===== src/rtl/ulf_pkg.sv =====
package ulf_pkg;
  localparam logic [2:0] ADDR_DATA = 3'h0;
  localparam logic [2:0] ADDR_IER = 3'h1;
  localparam logic [2:0] ADDR_QCTL = 3'h2;
  localparam logic [2:0] ADDR_LFC = 3'h3;
  localparam logic [2:0] ADDR_MOC = 3'h4;
  localparam logic [2:0] ADDR_STAT = 3'h5;
  localparam logic [2:0] ADDR_MSR = 3'h6;
  localparam logic [2:0] ADDR_SPR = 3'h7;
  localparam logic [7:0] LFC_ENH_KEY = 8'hbf;
  localparam logic [7:0] LFC_RESET = 8'h05;
  localparam logic [7:0] MOC_RESET = 8'h00;
  localparam logic [7:0] SPR_RESET = 8'hff;
  localparam logic [7:0] ZERO8 = 8'h00;
  localparam int LFC_DLAB = 7;
  localparam int LFC_BRK = 6;
  localparam int LFC_FORCE = 5;
  localparam int LFC_EVEN = 4;
  localparam int LFC_PEN = 3;
  localparam int LFC_STOP = 2;
  localparam int MOC_DTR = 0;
  localparam int MOC_RTS = 1;
  localparam int MOC_OP1 = 2;
  localparam int MOC_OP2 = 3;
  localparam int MOC_LOOP = 4;
  localparam int MOC_XANY = 5;
  localparam int MOC_EXT = 6;
  localparam int EFR_ENH = 4;
  localparam int QC_EN = 0;
  localparam logic [6:0] TRIG_8 = 7'h08;
  localparam logic [6:0] TRIG_16 = 7'h10;
  localparam logic [6:0] TRIG_32 = 7'h20;
  localparam logic [6:0] TRIG_56 = 7'h38;
  localparam logic [6:0] TRIG_60 = 7'h3c;
  localparam logic [3:0] HALF_BITS_1 = 4'h2;
  localparam logic [3:0] HALF_BITS_15 = 4'h3;
  localparam logic [3:0] HALF_BITS_2 = 4'h4;
  localparam logic [1:0] OPEN_LOOP = 2'h1;
  typedef enum logic [1:0] {ULF_PAR_NONE, ULF_PAR_ODD, ULF_PAR_EVEN, ULF_PAR_FIXED} ulf_par_e;
endpackage : ulf_pkg


===== src/rtl/ulf_top.sv =====
`timescale 1ns/10ps
module ulf_top (
  // Clock and reset.
  input wire logic core_clk,
  input wire logic rst_n,
  // Register port.
  input wire logic [2:0] reg_addr,
  input wire logic [7:0] reg_wdata,
  input wire logic reg_wr,
  input wire logic reg_rd,
  output logic [7:0] reg_rdata,
  // Enhanced feature bits from the channel.
  input wire logic [7:0] enhanced_feature_bits,
  // Data and divisor register contents at shared offsets.
  input wire logic [7:0] rx_data_in,
  input wire logic [7:0] div_low_in,
  input wire logic [7:0] divisor_high_byte,
  input wire logic [7:0] int_enable_in,
  input wire logic [7:0] line_status_in,
  input wire logic [7:0] queue_ready_in,
  output logic data_sel_wr,
  output logic divisor_sel_wr,
  // Queue levels and events.
  input wire logic [6:0] rx_level,
  input wire logic [6:0] tx_space,
  input wire logic rx_timeout,
  output logic rx_irq,
  output logic tx_irq,
  output logic rxq_reset,
  output logic txq_reset,
  output logic queue_enabled,
  // Serial frame shaping.
  input wire logic tx_shift_bit,
  input wire logic [7:0] char_data,
  output logic tx_line,
  output logic [3:0] word_bits,
  output logic [3:0] stop_half_bits,
  output logic parity_used,
  output logic parity_bit,
  // Resume-on-any.
  input wire logic rx_char_stb,
  input wire logic rx_char_is_flow,
  input wire logic sw_flow_active,
  output logic tx_resume,
  output logic rx_store,
  // Modem pins.
  input wire logic cts_n_pin,
  input wire logic dsr_n_pin,
  input wire logic ri_n_pin,
  input wire logic cd_n_pin,
  input wire logic auto_rts_en,
  input wire logic auto_rts_n,
  output logic dtr_n,
  output logic rts_n,
  output logic user_output_two,
  output logic loopback_on,
  output logic int_out,
  output logic int_oe,
  input wire logic int_req,
  // Modem status delta bits supplied by channel logic.
  input wire logic [3:0] msr_delta
);

  ////////////////////////////////////////////////////////////////////////////
  logic [7:0] line_format_control_q;
  logic [7:0] modem_output_control_q;
  logic [7:0] scratch_pad_q;
  logic [7:0] queue_thresholds_q;
  logic [7:0] halt_resume_levels_q;
  logic [7:0] queue_control_q;
  logic [3:0] pin_s1_q;
  logic [3:0] pin_s2_q;
  logic enh;
  logic ext_on;
  logic key_on;
  logic [7:0] modem_input_status;
  logic [7:0] rdata_d;

  function automatic logic [6:0] rx_trig(input logic [1:0] code);
    case (code)
      2'h0: rx_trig = ulf_pkg::TRIG_8;
      2'h1: rx_trig = ulf_pkg::TRIG_16;
      2'h2: rx_trig = ulf_pkg::TRIG_56;
      default: rx_trig = ulf_pkg::TRIG_60;
    endcase
  endfunction : rx_trig

  function automatic logic [6:0] tx_trig(input logic [1:0] code);
    case (code)
      2'h0: tx_trig = ulf_pkg::TRIG_8;
      2'h1: tx_trig = ulf_pkg::TRIG_16;
      2'h2: tx_trig = ulf_pkg::TRIG_32;
      default: tx_trig = ulf_pkg::TRIG_56;
    endcase
  endfunction : tx_trig

  // Queue-ready flags take offset 7 whenever loopback is off, user output one is set and the key value is not loaded.
  // The banked-access bits do not matter then, so reads and writes share this one decode.
  function automatic logic ready_sel(input logic [7:0] moc);
    ready_sel = {moc[ulf_pkg::MOC_LOOP], moc[ulf_pkg::MOC_OP1]} == ulf_pkg::OPEN_LOOP;
  endfunction : ready_sel

  assign enh = enhanced_feature_bits[ulf_pkg::EFR_ENH];
  assign ext_on = enh && modem_output_control_q[ulf_pkg::MOC_EXT];
  assign key_on = (line_format_control_q == ulf_pkg::LFC_ENH_KEY);

  ////////////////////////////////////////////////////////////////////////////
  // Modem pins are asynchronous, so they pass two flops first.
  always_ff @(posedge core_clk)
  begin
    if (!rst_n)
    begin
      pin_s1_q <= 4'h0;
      pin_s2_q <= 4'h0;
    end
    else
    begin
      pin_s1_q <= {cd_n_pin, ri_n_pin, dsr_n_pin, cts_n_pin};
      pin_s2_q <= pin_s1_q;
    end
  end

  always_comb
  begin
    if (modem_output_control_q[ulf_pkg::MOC_LOOP])
    begin
      modem_input_status[4] = modem_output_control_q[ulf_pkg::MOC_RTS];
      modem_input_status[5] = modem_output_control_q[ulf_pkg::MOC_DTR];
      modem_input_status[6] = modem_output_control_q[ulf_pkg::MOC_OP1];
      modem_input_status[7] = modem_output_control_q[ulf_pkg::MOC_OP2];
    end
    else
    begin
      modem_input_status[7:4] = ~pin_s2_q;
    end
    modem_input_status[3:0] = msr_delta;
  end

  ////////////////////////////////////////////////////////////////////////////
  // The format register stays writable with the key value loaded, so software can leave it.
  always_ff @(posedge core_clk)
  begin
    if (!rst_n)
      line_format_control_q <= ulf_pkg::LFC_RESET;
    else if (reg_wr && reg_addr == ulf_pkg::ADDR_LFC)
      line_format_control_q <= reg_wdata;
  end

  // Enhanced-only bits keep their value when the enhanced bit is clear.
  always_ff @(posedge core_clk)
  begin
    if (!rst_n)
      modem_output_control_q <= ulf_pkg::MOC_RESET;
    else if (reg_wr && reg_addr == ulf_pkg::ADDR_MOC && !key_on)
    begin
      modem_output_control_q[4:0] <= reg_wdata[4:0];
      if (enh)
        modem_output_control_q[7:5] <= reg_wdata[7:5];
    end
  end

  // Without the enable bit a queue-control write only drops the enable.
  always_ff @(posedge core_clk)
  begin
    if (!rst_n)
      queue_control_q <= ulf_pkg::ZERO8;
    else if (reg_wr && reg_addr == ulf_pkg::ADDR_QCTL && !key_on
             && reg_wdata[ulf_pkg::QC_EN])
    begin
      queue_control_q <= reg_wdata;
      if (!enh)
        queue_control_q[5:4] <= queue_control_q[5:4];
    end
    else if (reg_wr && reg_addr == ulf_pkg::ADDR_QCTL && !key_on)
      queue_control_q[ulf_pkg::QC_EN] <= 1'b0;
  end

  assign rxq_reset = reg_wr && reg_addr == ulf_pkg::ADDR_QCTL && !key_on
                     && reg_wdata[ulf_pkg::QC_EN] && reg_wdata[1];
  assign txq_reset = reg_wr && reg_addr == ulf_pkg::ADDR_QCTL && !key_on
                     && reg_wdata[ulf_pkg::QC_EN] && reg_wdata[2];
  assign queue_enabled = queue_control_q[ulf_pkg::QC_EN];

  always_ff @(posedge core_clk)
  begin
    if (!rst_n)
      scratch_pad_q <= ulf_pkg::SPR_RESET;
    else if (reg_wr && reg_addr == ulf_pkg::ADDR_SPR && !key_on && !ext_on
             && !ready_sel(modem_output_control_q))
      scratch_pad_q <= reg_wdata;
  end

  always_ff @(posedge core_clk)
  begin
    if (!rst_n)
      queue_thresholds_q <= ulf_pkg::ZERO8;
    else if (reg_wr && reg_addr == ulf_pkg::ADDR_SPR && !key_on && ext_on
             && !ready_sel(modem_output_control_q))
      queue_thresholds_q <= reg_wdata;
  end

  // Halt and resume levels hide behind the modem status and need the banked access.
  always_ff @(posedge core_clk)
  begin
    if (!rst_n)
      halt_resume_levels_q <= ulf_pkg::ZERO8;
    else if (reg_wr && reg_addr == ulf_pkg::ADDR_MSR && !key_on && ext_on)
      halt_resume_levels_q <= reg_wdata;
  end

  // Divisor access steers writes at offsets 0 and 1 to the baud divisor latches.
  assign data_sel_wr = reg_wr && reg_addr == ulf_pkg::ADDR_DATA
                       && !line_format_control_q[ulf_pkg::LFC_DLAB];
  assign divisor_sel_wr = reg_wr && reg_addr <= ulf_pkg::ADDR_IER
                          && line_format_control_q[ulf_pkg::LFC_DLAB];

  ////////////////////////////////////////////////////////////////////////////
  // Read mux; unmapped or write-only locations read zero.
  always_comb
  begin
    rdata_d = ulf_pkg::ZERO8;
    if (reg_addr == ulf_pkg::ADDR_DATA)
      rdata_d = line_format_control_q[ulf_pkg::LFC_DLAB] ? div_low_in : rx_data_in;
    else if (reg_addr == ulf_pkg::ADDR_IER)
      rdata_d = line_format_control_q[ulf_pkg::LFC_DLAB] ? divisor_high_byte
                                                          : int_enable_in;
    else if (reg_addr == ulf_pkg::ADDR_LFC)
      rdata_d = line_format_control_q;
    else if (reg_addr == ulf_pkg::ADDR_MOC)
      rdata_d = modem_output_control_q;
    else if (reg_addr == ulf_pkg::ADDR_STAT)
      rdata_d = line_status_in;
    else if (reg_addr == ulf_pkg::ADDR_MSR)
      rdata_d = ext_on ? halt_resume_levels_q : modem_input_status;
    else if (reg_addr == ulf_pkg::ADDR_SPR)
    begin
      if (key_on)
        rdata_d = scratch_pad_q;
      else if (ready_sel(modem_output_control_q))
        rdata_d = queue_ready_in;
      else if (ext_on)
        rdata_d = queue_thresholds_q;
      else
        rdata_d = scratch_pad_q;
    end
  end

  // Read data stand for one cycle only, so a stale value is never mistaken for a new one.
  always_ff @(posedge core_clk)
  begin
    if (!rst_n)
      reg_rdata <= ulf_pkg::ZERO8;
    else if (reg_rd)
      reg_rdata <= rdata_d;
    else
      reg_rdata <= ulf_pkg::ZERO8;
  end

  ////////////////////////////////////////////////////////////////////////////
  // Receive interrupt uses strictly greater than the threshold.
  always_ff @(posedge core_clk)
  begin
    if (!rst_n)
    begin
      rx_irq <= 1'b0;
      tx_irq <= 1'b0;
    end
    else
    begin
      rx_irq <= (rx_level > rx_trig(queue_control_q[7:6])) || rx_timeout;
      tx_irq <= tx_space > tx_trig(queue_control_q[5:4]);
    end
  end

  ////////////////////////////////////////////////////////////////////////////
  // Frame shape: word length, stop length in half bits, parity.
  always_ff @(posedge core_clk)
  begin
    if (!rst_n)
    begin
      word_bits <= 4'h6;
      stop_half_bits <= ulf_pkg::HALF_BITS_2;
    end
    else
    begin
      word_bits <= {2'h0, line_format_control_q[1:0]} + 4'h5;
      if (!line_format_control_q[ulf_pkg::LFC_STOP])
        stop_half_bits <= ulf_pkg::HALF_BITS_1;
      else if (line_format_control_q[1:0] == 2'h0)
        stop_half_bits <= ulf_pkg::HALF_BITS_15;
      else
        stop_half_bits <= ulf_pkg::HALF_BITS_2;
    end
  end

  // Parity covers only the selected data bits, so higher bits are masked.
  always_ff @(posedge core_clk)
  begin
    if (!rst_n)
    begin
      parity_used <= 1'b0;
      parity_bit <= 1'b0;
    end
    else
    begin
      parity_used <= line_format_control_q[ulf_pkg::LFC_PEN];
      if (line_format_control_q[ulf_pkg::LFC_FORCE])
        parity_bit <= ~line_format_control_q[ulf_pkg::LFC_EVEN];
      else
        parity_bit <= ^(char_data & (8'hff >> (2'h3 - line_format_control_q[1:0])))
                      ^ ~line_format_control_q[ulf_pkg::LFC_EVEN];
    end
  end

  // Break overrides the shifter until software clears the bit.
  always_ff @(posedge core_clk)
  begin
    if (!rst_n)
      tx_line <= 1'b1;
    else
      tx_line <= tx_shift_bit && !line_format_control_q[ulf_pkg::LFC_BRK];
  end

  ////////////////////////////////////////////////////////////////////////////
  always_ff @(posedge core_clk)
  begin
    if (!rst_n)
    begin
      tx_resume <= 1'b0;
      rx_store <= 1'b0;
    end
    else
    begin
      tx_resume <= rx_char_stb && modem_output_control_q[ulf_pkg::MOC_XANY];
      rx_store <= rx_char_stb && !(modem_output_control_q[ulf_pkg::MOC_XANY]
                  && rx_char_is_flow && sw_flow_active);
    end
  end

  // Pins follow the modem control bits in loopback too; only loopback_on shows the mode.
  always_ff @(posedge core_clk)
  begin
    if (!rst_n)
    begin
      dtr_n <= 1'b1;
      rts_n <= 1'b1;
      user_output_two <= 1'b1;
      loopback_on <= 1'b0;
      int_oe <= 1'b0;
      int_out <= 1'b0;
    end
    else
    begin
      dtr_n <= ~modem_output_control_q[ulf_pkg::MOC_DTR];
      rts_n <= auto_rts_en ? auto_rts_n : ~modem_output_control_q[ulf_pkg::MOC_RTS];
      user_output_two <= ~modem_output_control_q[ulf_pkg::MOC_OP2];
      loopback_on <= modem_output_control_q[ulf_pkg::MOC_LOOP];
      int_oe <= modem_output_control_q[ulf_pkg::MOC_OP2];
      int_out <= int_req;
    end
  end

endmodule : ulf_top


===== config.mk =====
export PLATFORM = sky130hd
export DESIGN_NAME = ulf_top
export DESIGN_NICKNAME = d
export VERILOG_FILES = /design/src/rtl/ulf_pkg.sv /design/src/rtl/ulf_top.sv
export SDC_FILE = /design/constraint.sdc
export NUM_CORES = 1
export LEC_CHECK = 0
export BUFFER_PORTS_ARGS = -buffer_cell sky130_fd_sc_hd__buf_2
export CORE_ASPECT_RATIO = 0.5
export CORE_MARGIN = 1.5
export CORE_UTILIZATION = 51
export CTS_CLUSTER_DIAMETER = 120
export DETAILED_ROUTE_END_ITERATION = 10
export PLACE_DENSITY_LB_ADDON = 0.08
export SETUP_SLACK_MARGIN = 0.5
export SLEW_MARGIN = 20
export SYNTH_ARGS = -nofsm -noshare
export SYNTH_HDL_FRONTEND = slang
export SYNTH_SLANG_ARGS = --single-unit

===== constraint.sdc =====
create_clock -name core_clk -period 2.7 [get_ports core_clk]
set_clock_uncertainty 0.1 [all_clocks]
set_input_delay 0.405 -clock core_clk [delete_from_list [all_inputs] [get_ports core_clk]]
set_output_delay 0.405 -clock core_clk [all_outputs]
set_load 0.01 [all_outputs]

# ---- After elaboration in Yosys (flattened, before gate mapping)
# Index checks and enable logic that the tools add are counted.
dict set report op_classes {
  add_sub_neg 2
  n_lt_le_gt_ge 3
  eq_ne 13
  shifts 1
  muxes 24
  bitwise_logic 7
  n_reduce_logical 44
}
# cell n
set op_table {}
lappend op_table {{two-way mux 8 bit} 13}
lappend op_table {{one-hot mux 6 bit (3 select lines)} 2}
lappend op_table {{logical AND 1 bit} 27}
lappend op_table {{greater-than comparator 7 bit} 2}
lappend op_table {{two-way mux 7 bit} 2}
lappend op_table {{equality test 3 bit, second input constant} 4}
lappend op_table {{AND 8 bit} 1}
lappend op_table {{equality test 8 bit, second input constant} 1}
lappend op_table {{AND reduction 2 bit} 4}
lappend op_table {{XOR reduction 8 bit} 1}
lappend op_table {{right shift 8 x 2 -> 8 bit, first input constant} 1}
lappend op_table {{equality test 2 x 1 -> 1 bit, second input constant} 3}
lappend op_table {{equality test 3 x 2 -> 1 bit, second input constant} 2}
lappend op_table {{zero test 1 bit} 6}
lappend op_table {{zero test 2 bit} 3}
lappend op_table {{two-way mux 3 bit} 2}
lappend op_table {{adder 2 x 3 -> 4 bit, second input constant} 1}
lappend op_table {{equality test 2 bit, second input constant} 2}
lappend op_table {{two-way mux 1 bit} 4}
lappend op_table {{two-way mux 4 bit} 1}
lappend op_table {{NOT 1 bit} 4}
lappend op_table {{NOT 4 bit} 1}
lappend op_table {{equality test 3 x 1 -> 1 bit, second input constant} 1}
lappend op_table {{<= comparator 3 x 1 -> 1 bit, second input constant} 1}
lappend op_table {{5 further kinds} 5}
dict set report word_totals {
  reg_bits 85
  out_inout_bits 34
  wordCells 122
}

# ---- Longest topological paths before layout
# Gate-level depths: netlist of the first run.
dict set report logic_depth {
  depth_word 11
  mapped_depth 8
  depth_no_buf 8
}

# ---- Least setup slack after synthesis of the first run
# Ideal clock, no wire load.
dict set report synth_path {
  path_type {register -> register}
  startpoint {register line_format_control_q[0]}
  endpoint {register parity_bit}
  setup_ns 0.115
  arrival_ns 1.720
  slack_ns 0.765
  path_stages_with_launch 8
  n_path_buf 0
  period_less_slack_ns 1.935
  cell_sequence {dfxtp_1 > inv_1 > ha_1 > nor2b_1 > xnor2_1 > xnor3_1 > or3_1 > and3_1}
}
dict set report synth_between {
  elab_chain_cells 6
}
# element line
set synth_rtl {}
lappend synth_rtl {{start: declaration} ulf_top.sv:65} ;# logic [7:0] line_format_control_q;
lappend synth_rtl {{start signal: assignment} ulf_top.sv:144} ;# line_format_control_q <= ulf_pkg::LFC_RESET;
lappend synth_rtl {{start signal: assignment} ulf_top.sv:146} ;# line_format_control_q <= reg_wdata;
lappend synth_rtl {{subtractor 2 bit} ulf_top.sv:310} ;# parity_bit <= ^(char_data & (8'hff >> (2'h3 - line_format_control_q[1:0])))
lappend synth_rtl {{right shift 8 x 2 -> 8 bit} ulf_top.sv:310}
lappend synth_rtl {{AND 8 bit} ulf_top.sv:310}
lappend synth_rtl {{XOR reduction 8 bit} ulf_top.sv:310}
lappend synth_rtl {{XOR 1 bit} ulf_top.sv:311} ;# ^ ~line_format_control_q[ulf_pkg::LFC_EVEN];
lappend synth_rtl {{two-way mux 1 bit} ulf_top.sv:307} ;# if (line_format_control_q[ulf_pkg::LFC_FORCE])
lappend synth_rtl {{end signal: assignment} ulf_top.sv:308} ;# parity_bit <= ~line_format_control_q[ulf_pkg::LFC_EVEN];
lappend synth_rtl {{end signal: assignment} ulf_top.sv:310}
lappend synth_rtl {{end: declaration} ulf_top.sv:39} ;# output logic parity_bit,
# Every way passes these cells.
# A chain may end at the register's enable or synchronous reset.

# ---- Worst setup path after layout of the first run
dict set report layout_path {
  startpoint {register line_format_control_q[0]}
  endpoint {output port rxq_reset}
}
dict set report layout_between {
  elab_chain_cells 5
}
# element line
set layout_rtl {}
lappend layout_rtl {{equality test 8 bit} ulf_top.sv:105} ;# assign key_on = (line_format_control_q == ulf_pkg::LFC_ENH_KEY);
lappend layout_rtl {{zero test 1 bit} ulf_top.sv:178} ;# assign rxq_reset = reg_wr && reg_addr == ulf_pkg::ADDR_QCTL && !key_on
lappend layout_rtl {{logical AND 1 bit} ulf_top.sv:178}
lappend layout_rtl {{logical AND 1 bit (2 in a row)} ulf_top.sv:179} ;# && reg_wdata[ulf_pkg::QC_EN] && reg_wdata[1];
lappend layout_rtl {{end: declaration} ulf_top.sv:29} ;# output logic rxq_reset,
# Every way passes these cells.

==> results of run 1 <==
-- critical path, delay by kind of cell (launching register included) --
family | cells | cell delay, ps
buffers and inverters | 1 | 150
adder cells (fa/ha/maj) | 1 | 180
AND/OR/NAND/NOR | 2 | 240
AO/OA/AOI/OAI | 1 | 310
flip-flops | 1 | 400
-- state kept, by name (all words and copies together) (netlist names), 3 cells and up --
signal / flops
halt_resume_levels_q: 8
line_format_control_q: 8
modem_output_control_q: 8
pin_s1_q: 4
pin_s2_q: 4
queue_control_q: 5
queue_thresholds_q: 8
reg_rdata: 8
scratch_pad_q: 8
stop_half_bits: 3
word_bits: 4
-- layer usage --
| layer | global-route usage | up-vias | part of all wire |
|---|---|---|---|
| li1 | - | 1937 | - |
| met1 | 0.4066 | 1806 | 0.48 |
| met2 | 0.4025 | 176 | 0.41 |
| met3 | 0.07207 | 22 | 0.096 |
| met4 | 0.09753 | 0 | 0.019 |
| met5 | 0 | - | 0 |
-- timing repair --
item                                    in CTS  in global routing
pin swaps                                    1                  1
resized for setup                            6                  6
endpoints found under the setup margin       4                  5
gates cloned                                 0                  0
setup buffers                                1                  1
hold buffers                                 0                  0
-- cells by family (layout without fill, tap and decap cells) --
group / after synthesis / after routing
buffers and inverters: 48 / 184
AND/OR/NAND/NOR: 185 / 185
flip-flops: 81 / 81
AO/OA/AOI/OAI: 90 / 90
XOR/XNOR: 6 / 6
multiplexers: 56 / 56
adder cells (fa/ha/maj): 11 / 11
other: 1 / 1
-- layout by cell type, fill, tap and decap left out, types with 7 or more instances in the layout --
cell type                   count
sky130_fd_sc_hd__a21boi_0       7
sky130_fd_sc_hd__a21oi_1       22
sky130_fd_sc_hd__and2_1        20
sky130_fd_sc_hd__and3_1         9
sky130_fd_sc_hd__buf_2        134
sky130_fd_sc_hd__buf_4         15
sky130_fd_sc_hd__clkbuf_16      9
sky130_fd_sc_hd__dfxtp_1       78
sky130_fd_sc_hd__ha_1          10
sky130_fd_sc_hd__inv_1         19
sky130_fd_sc_hd__mux2i_1       50
sky130_fd_sc_hd__nand2_1       64
sky130_fd_sc_hd__nand2b_1       7
sky130_fd_sc_hd__nand3_1       16
sky130_fd_sc_hd__nor2_1        20
sky130_fd_sc_hd__nor2b_1       29
sky130_fd_sc_hd__o21ai_0       18
-- synthesized netlist by cell type (3+ instances only) --
cell and instances:
sky130_fd_sc_hd__dfxtp_1 81, sky130_fd_sc_hd__nand2_1 64, sky130_fd_sc_hd__mux2i_1 50, sky130_fd_sc_hd__nor2b_1 29, sky130_fd_sc_hd__a21oi_1 22, sky130_fd_sc_hd__and2_1 20
sky130_fd_sc_hd__nor2_1 20, sky130_fd_sc_hd__inv_1 19, sky130_fd_sc_hd__o21ai_0 18, sky130_fd_sc_hd__nand3_1 16, sky130_fd_sc_hd__clkbuf_1 13, sky130_fd_sc_hd__ha_1 11
sky130_fd_sc_hd__and3_1 9, sky130_fd_sc_hd__a21boi_0 7, sky130_fd_sc_hd__nand2b_1 7, sky130_fd_sc_hd__a31oi_1 6, sky130_fd_sc_hd__buf_2 6, sky130_fd_sc_hd__a221oi_1 4
sky130_fd_sc_hd__nor3_1 4, sky130_fd_sc_hd__xnor2_1 4, sky130_fd_sc_hd__a2111oi_0 3, sky130_fd_sc_hd__a211oi_1 3, sky130_fd_sc_hd__clkbuf_8 3, sky130_fd_sc_hd__mux2_2 3
sky130_fd_sc_hd__mux4_2 3, sky130_fd_sc_hd__o211ai_1 3, sky130_fd_sc_hd__o21a_1 3, sky130_fd_sc_hd__o221ai_1 3, sky130_fd_sc_hd__o22ai_1 3
-- final timing paths --
path                       end
setup / recovery     rxq_reset
hold / removal        rx_store
setup reg to reg  reg_rdata[6]
hold reg to reg    pin_s2_q[0]
-- metrics by stage --
| stage | power (mW) | worst slack, ps | utilization | hold slack, ps | instances |
|---|---|---|---|---|---|
| 6_report | 3.031 | 580.3 | 0.6728 | 141.3 | 726 |
| 5_1_grt | 3.123 | 500.0 | 0.6728 | 149.4 | 726 |
| 4_1_cts | 3.034 | 527.5 | 0.6689 | 144.2 | 725 |
| 3_5_place_dp | 1.628 | 428.5 | 0.6221 | 318.5 | 709 |
| 3_3_place_gp | 1.625 | 455.5 | 0.6221 | 314.3 | 709 |
| 2_1_floorplan | 1.468 | 764.7 | - | 279.0 | 478 |
-- final cells by class --
class | count | area (um2) | area share
Clock buffer | 10 | 239.0 | 0.04408
Tap cell | 112 | 140.1 | 0.02585
Multi-Input combinational cell | 349 | 2455 | 0.4528
Sequential cell | 81 | 1625 | 0.2998
Timing Repair Buffer | 149 | 783.3 | 0.1445
Clock inverter | 5 | 103.9 | 0.01916
Inverter | 20 | 75.07 | 0.01385
-- where the power goes --
part | switching, mW | internal [mW]
logic | 0.198 | 0.172
clock network | 0.494 | 0.923
registers | 0.0158 | 1.23
total | 0.707 | 2.32
==> results by group, run 1 <==
Route
  – Number of vias in the routed layout: 3941
  – Drt via density: between 5 and 6
  – Number of remaining DRC errors: 0
  – Total length of routed wires: 12300 um
  – Wirelength per Cell: about 17 um
  – Number of design-rule violations left by the first detailed-router iteration: 372
  – Final ANT Viol Nets: 0
  – Number of iterations in the first detailed-routing pass: 5

Worst setup path
  – Critical path's slowest cell: sky130_fd_sc_hd__dfxtp_2
  – Crit. End Element: output port
  – Worst Setup SP: line_format_control_q[0]
  – Length in cells of the worst reg-to-reg path: 6
  – Longest individual stage delay on the worst path: roughly 400 ps
  – Slack of the worst reg-to-reg path: between 600 and 700 ps
  – Signal arrival time at the worst endpoint: approximately 1600 ps
  – Path type of the worst setup path: flop to output port
  – Startpoint types: flop
  – Crit-path cells: ha_4 -> nand4b_4 -> o2111ai_4 -> nor2_1 -> buf_2
  – Launch instance of the worst register-to-register path: modem_output_control_q[2]
  – CP Data Required Time: 2190 ps
  – Max Fanout on Critical Path: 5

Min path
  – Hold_sp: rx_char_is_flow
  – Worst hold path cell count: 2
  – Path type of the worst min-delay path: input port to flop

Status
  – Result of the run: finished, final reports clean

Yosys
  – Cell taking the most area after synthesis: sky130_fd_sc_hd__dfxtp_1
  – Most common flop cell mapped by yosys: sky130_fd_sc_hd__dfxtp_1
  – Area share of fa/ha/maj cells after synthesis: 0.03224
  – Number of synthesized register bits: 81
  – Post-Synthesis Mean Instance Area: slightly below 9 um2
  – Dominant combinational cell family by area after synthesis: simple AND/OR/NAND/NOR gates
  – Area fraction of the dominant cell type after synthesis: 0.3798
  – Sequential-to-total area share from yosys stat: 0.3798
  – Unique cell type count in the Yosys netlist: 60
  – Ys Warns: 0
  – Synthesized Nets: approximately 600
  – Post-synthesis cell count: approximately 480
  – Share of cell area taken by muxes after synthesis: 0.1410
  – Complex-gate fraction of the synthesized area: 0.1404
  – Xor-xnor portion of the synthesized cell area: 0.01553
  – Number of synthesized flops with an enable pin: 0
  – Fraction of synthesis flops using an asynchronous set or reset pin: 0
  – Post-synthesis cell area: 0.004269 mm2
  – Biggest area contributors in the synthesized netlist: sky130_fd_sc_hd__dfxtp_1 (38%), sky130_fd_sc_hd__mux2i_1 (12%), sky130_fd_sc_hd__nand2_1 (5.6%)
  – Synth Area in Simple Gates: 0.2339

Floorplanning
  – Die span in x: 132.4 um
  – Total I/O pin count: approximately 140
  – Std-Cell Core Area: between 0.008 and 0.009 mm2
  – Area of the die: 0.008962 mm2
  – Die boundary height: between 60 and 70 um
  – Standard-cell rows: 23
  – Effective utilization at floorplan: 0.5298

Clocking
  – Longest Clk Path Bufs: 2
  – # H-tree levels: 3
  – Clock latency reported for the late side of the worst-skew pair: ~340 ps
  – Clock buffers created by TritonCTS: 9
  – Worst-path clk slew: around 60 ps
  – TritonCTS clock tree: done
  – # clock sinks: between 80 and 90
  – CTS Root Buffer Type: sky130_fd_sc_hd__clkbuf_16

Finish
  – Layout cell share with drive strength beyond 1: 0.3111
  – Fill cell total of the finished layout: slightly below 700
  – Net count, final: 730
  – P&R area growth vs syn: 26.99%
  – Design Area, Final: 0.005421 mm2
  – Number of antenna diodes: 0

STA
  – Setup repair after global routing missed its margin: true
  – Setup-violating endpoint count in the final report: 0
  – Remaining max-slew budget at the tightest pin: 0.6371
  – Clock period minus worst slack: 2120 ps
  – Pins over their slew limit: 0
  – Fraction of the cycle the final worst path needs: 0.7851
  – Final total negative setup slack: 0 ps
  – FMAX: between 0.4 and 0.5 GHz
  – Slew of the pin with the lowest slew margin: 540.2 ps
  – Count of final hold-check violations: 0

Placed design
  – I/O Buffers: approximately 130
  – DPL Wire Length: 8922 um
  – Cell Area, Placed: 0.005012 mm2
  – Final estimated routing congestion in global placement: just over 0.9

Global route
  – Global-route wire length before repair: between 15000 and 20000 um
  – Via count of the first global-routing pass: 3521
  – Maximum number of pins on one net before global-route repair: 38
  – Overflow after GRT: 0
  – Total track usage: 0.2807
  – Number of antenna violations at the first check in global routing: 0

Power and ir drop
  – Power per Cell Area: between 500 and 600 mW/mm2
  – Leakage power of the design: roughly 2.5 nW
  – Largest vdd supply drop: approximately 0.36 mV

Job
  – Max Cap Violations: 0
Note: power is estimated with default switching activity, not from simulation.
==> run 2: changes to the inputs <==
- ABC_AREA: unset -> 1
- CORE_UTILIZATION: 51 -> 45
- clock period: 2.7 -> 1.95 ns (I/O delays scaled with it)
==> results by group, run 2 <==
Clocking
  – CTS Root Buffer Type: sky130_fd_sc_hd__clkbuf_16 (unchanged)
  – Longest Clk Path Bufs: 2 (unchanged)
  – Worst-path clk slew: 60 ps (about the same)
  – # clock sinks: 81 (unchanged)
  – Clock latency reported for the late side of the worst-skew pair: 340 ps (about the same)
  – Clock buffers created by TritonCTS: 9 (unchanged)
  – # H-tree levels: 3 (unchanged)
  – TritonCTS clock tree: done (unchanged)

Worst setup path
  – Path type of the worst setup path: flop to output port (unchanged)
  – Signal arrival time at the worst endpoint: 1470 ps (was 1610 ps)
  – Critical path's slowest cell: sky130_fd_sc_hd__dfxtp_4 (was sky130_fd_sc_hd__dfxtp_2)
  – CP Data Required Time: 1560 ps (was 2190 ps)
  – Family with the most delay on the worst path: simple AND/OR/NAND/NOR gates (was flip-flops)
  – Max Fanout on Critical Path: 4 (was 5)
  – Worst Setup SP: line_format_control_q[0] (unchanged)
  – Crit-path cells: ha_4 -> nand2_4 -> nor2_4 -> nand2_4 -> buf_6 -> nand3_4 -> nor2_4 -> buf_6 (was ha_4 -> nand4b_4 -> o2111ai_4 -> nor2_1 -> buf_2)
  – Worst flop-to-flop path endpoint: queue_control_q[5] (was reg_rdata[6])
  – Critical path endpoint: rxq_reset (unchanged)
  – Startpoint types: flop (unchanged)
  – Stages on the worst setup path: 8 (was 5)
  – Longest individual stage delay on the worst path: 360 ps (was 400 ps)
  – Total buffers and inverters traversed by the critical path: 2 (was 1)
  – Length in cells of the worst reg-to-reg path: 12 (was 6)
  – Slack of the worst reg-to-reg path: 140 ps (was 620 ps)
  – Launch instance of the worst register-to-register path: line_format_control_q[0] (was modem_output_control_q[2])
  – Crit. End Element: output port (unchanged)

Finish
  – Design Area, Final: 0.005828 mm2 (was 0.005421 mm2)
  – Area of combinational cells with multiple inputs: 0.002213 mm2 (was 0.002455 mm2)
  – P&R area growth vs syn: 42.84% (was 26.99%)
  – Net count, final: 873 (was 730)
  – Number of antenna diodes: 0 (unchanged)
  – Commonest non-fill, non-tap cells in the layout: sky130_fd_sc_hd__buf_2 (132), sky130_fd_sc_hd__nand2_1 (104), sky130_fd_sc_hd__inv_1 (89) (was sky130_fd_sc_hd__buf_2 (134), sky130_fd_sc_hd__dfxtp_1 (78), sky130_fd_sc_hd__nand2_1 (64))
  – Most common library cell in the layout ignoring fill and taps: sky130_fd_sc_hd__buf_2 (unchanged)
  – Fill cell total of the finished layout: 803 (was 685)
  – Seq. cell area: 0.001639 mm2 (was 0.001625 mm2)
  – Final Instance Count excl. Fillers: 875 (was 726)
  – Layout cell share with drive strength beyond 1: 0.3734 (was 0.3111)

Floorplanning
  – Std-Cell Core Area: 0.008768 mm2 (was 0.008058 mm2)
  – Total I/O pin count: 143 (unchanged)
  – Effective utilization at floorplan: 0.4653 (was 0.5298)
  – Area of the die: 0.009682 mm2 (was 0.008962 mm2)
  – Die span in x: 137.7 um (was 132.4 um)
  – Standard-cell rows: 24 (was 23)
  – Die boundary height: 70.33 um (was 67.70 um)

Yosys
  – Number of synthesized register bits: 81 (unchanged)
  – Unique cell type count in the Yosys netlist: 34 (was 60)
  – Fraction of synthesis flops using an asynchronous set or reset pin: 0 (unchanged)
  – Post-Synthesis Mean Instance Area: 7.108 um2 (was 8.931 um2)
  – Synth Area in Simple Gates: 0.2248 (was 0.2339)
  – Sequential-to-total area share from yosys stat: 0.3974 (was 0.3798)
  – Xor-xnor portion of the synthesized cell area: 0.01073 (was 0.01553)
  – Cell with the most instances after synthesis: sky130_fd_sc_hd__nand2_1 (was sky130_fd_sc_hd__dfxtp_1)
  – Synthesized Nets: 694 (was 598)
  – Complex-gate fraction of the synthesized area: 0.1782 (was 0.1404)
  – Commonest cells in the synthesized netlist: sky130_fd_sc_hd__nand2_1 (117), sky130_fd_sc_hd__inv_1 (94), sky130_fd_sc_hd__dfxtp_1 (81) (was sky130_fd_sc_hd__dfxtp_1 (81), sky130_fd_sc_hd__nand2_1 (64), sky130_fd_sc_hd__mux2i_1 (50))
  – Number of synthesized flops with an enable pin: 0 (unchanged)
  – Post-synthesis cell count: 574 (was 478)
  – Post-synthesis cell area: 0.004080 mm2 (was 0.004269 mm2)
  – Area share of fa/ha/maj cells after synthesis: 0.03373 (was 0.03224)
  – Dominant combinational cell family by area after synthesis: simple AND/OR/NAND/NOR gates (unchanged)
  – Ys Warns: 0 (unchanged)
  – Area fraction of the dominant cell type after synthesis: 0.3974 (was 0.3798)
  – Biggest area contributors in the synthesized netlist: sky130_fd_sc_hd__dfxtp_1 (40%), sky130_fd_sc_hd__nand2_1 (11%), sky130_fd_sc_hd__inv_1 (8.6%) (was sky130_fd_sc_hd__dfxtp_1 (38%), sky130_fd_sc_hd__mux2i_1 (12%), sky130_fd_sc_hd__nand2_1 (5.6%))
  – Cell taking the most area after synthesis: sky130_fd_sc_hd__dfxtp_1 (unchanged)
  – Most common flop cell mapped by yosys: sky130_fd_sc_hd__dfxtp_1 (unchanged)
  – Share of cell area taken by muxes after synthesis: 0.03527 (was 0.1410)

Global route
  – Number of antenna violations at the first check in global routing: 0 (unchanged)
  – Global-route wire length before repair: 19590 um (was 18770 um)
  – Most crowded layer after global routing: met2 (was met1)
  – Met3 layer usage reported by global route: 0.06826 (was 0.07207)
  – Global-route track usage on met2: 0.4261 (was 0.4025)
  – Maximum number of pins on one net before global-route repair: 20 (was 38)
  – Via count of the first global-routing pass: 4086 (was 3521)
  – Total track usage: 0.2682 (was 0.2807)
  – Overflow after GRT: 0 (unchanged)
  – Global-route met1 utilization: 0.3543 (was 0.4066)

Route
  – Number of vias in the routed layout: 4326 (was 3941)
  – Drt via density: 4.944 (was 5.428)
  – Number of remaining DRC errors: 0 (unchanged)
  – Final ANT Viol Nets: 0 (unchanged)
  – Wirelength per Cell: 14.50 um (was 16.95 um)
  – Total length of routed wires: 12690 um (was 12300 um)
  – Number of iterations in the first detailed-routing pass: 5 (unchanged)
  – Number of design-rule violations left by the first detailed-router iteration: 298 (was 372)

Placed design
  – Final estimated routing congestion in global placement: 0.8924 (was 0.9310)
  – DPL Wire Length: 9063 um (was 8922 um)
  – Placed insts: 830 (was 709)
  – I/O Buffers: 134 (unchanged)
  – Cell Area, Placed: 0.005047 mm2 (was 0.005012 mm2)

STA
  – FMAX: 0.5365 GHz
  – Setup repair after global routing missed its margin: true (unchanged)
  – Pins over their slew limit: 0 (unchanged)
  – Slew of the pin with the lowest slew margin: 698.5 ps (was 540.2 ps)
  – Worst hold slack after final layout: 31.28 ps (was 141.3 ps)
  – Count of final hold-check violations: 0 (unchanged)
  – Fraction of the cycle the final worst path needs: 0.9559
  – Final total negative setup slack: 0 ps (unchanged)
  – Setup-violating endpoint count in the final report: 0 (unchanged)
  – Remaining max-slew budget at the tightest pin: 0.5338 (was 0.6371)
  – Clock period minus worst slack: 1864 ps

Min path
  – Path type of the worst min-delay path: input port to flop (unchanged)

Job
  – Max Cap Violations: 0 (unchanged)

Status
  – Result of the run: finished, final reports clean (unchanged)

Power and ir drop
  – Largest vdd supply drop: 0.4505 mV (was 0.3595 mV)
  – Power per Cell Area: 673.4 mW/mm2 (was 559.0 mW/mm2)
  – Total Power Consumption: 3.925 mW (was 3.031 mW)
  – Leakage power of the design: 2.864 nW (was 2.459 nW)
==> run 2: worst register-to-register path: cells and delay by family (launching register included) <==
kind	cells	cell delay, ps
DFF	1	360
AOI/OAI and AO/OA	2	190
buffers and inverters	5	530
and+or+nand+nor	4	390
adders and majority gates	1	160
==> run 2: kinds of logic (layout without fill, tap and decap cells) <==
group	count (synthesis)	in the layout
muxes	13	13
buffers and inverters	118	301
DFF	81	81
AOI/OAI and AO/OA	138	138
and+or+nand+nor	207	208
other	1	1
xor gates and xnor gates	5	5
adders and majority gates	11	11
==> run 2: power by group <==
group | leakage (nW) | internal [mW] | switching, mW
registers | 0.663 | 1.70 | 0.0220
clock network | 0.131 | 0.930 | 0.675
logic | 2.07 | 0.262 | 0.332
total | 2.86 | 2.90 | 1.03
==> run 2: timing repair <==
action                                 in CTS  in global routing
hold buffers                                0                  0
resized for setup                          53                 35
endpoints found under the hold margin       0                  0
setup endpoints to repair                  52                 52
pin swaps                                  16                 17
buffers inserted                           21                  6
cloned                                      2                  0
==> run 2: worst min-delay path by stage <==
stage | startpoint | end | slack [ps] | cells past startpoint
finish | ri_n_pin | pin_s1_q[2] | 30 | 3
global route | ri_n_pin | pin_s1_q[2] | 40 | 3
CTS | ri_n_pin | pin_s1_q[2] | 20 | 3
detailed placement | pin_s1_q[0] | pin_s2_q[0] | 300 | 2
global placement | pin_s1_q[0] | pin_s2_q[0] | 300 | 2
floorplan | modem_output_control_q[0] | dtr_n | 280 | 1
==> run 2: layout make-up <==
| type | instances | share of cell area |
|---|---|---|
| sequential | 81 | 0.2812 |
| tap | 117 | 0.02512 |
| timing repair buffer | 186 | 0.1999 |
| multi-input combinational | 376 | 0.3798 |
| clock inverter | 4 | 0.004723 |
| clock buffer | 12 | 0.04401 |
| inverter | 99 | 0.06526 |
==> run 2: layer usage <==
| metal | routed length [um] | share of wire | vias up |
|---|---|---|---|
| li1 | - | - | 2216 |
| met1 | 5794 | 0.46 | 1967 |
| met2 | 5711 | 0.45 | 125 |
| met3 | 989 | 0.078 | 18 |
| met4 | 193 | 0.015 | 0 |
| met5 | 0 | 0 | - |
==> run 2: per-stage QoR <==
stage | util | worst slack, ps
detailed placement | 0.5756 | 123.7
global placement | 0.5756 | 164.5
global route | 0.6647 | 9.225
finish | 0.6647 | 85.99
CTS | 0.6495 | 80.50
floorplan | - | 387.6
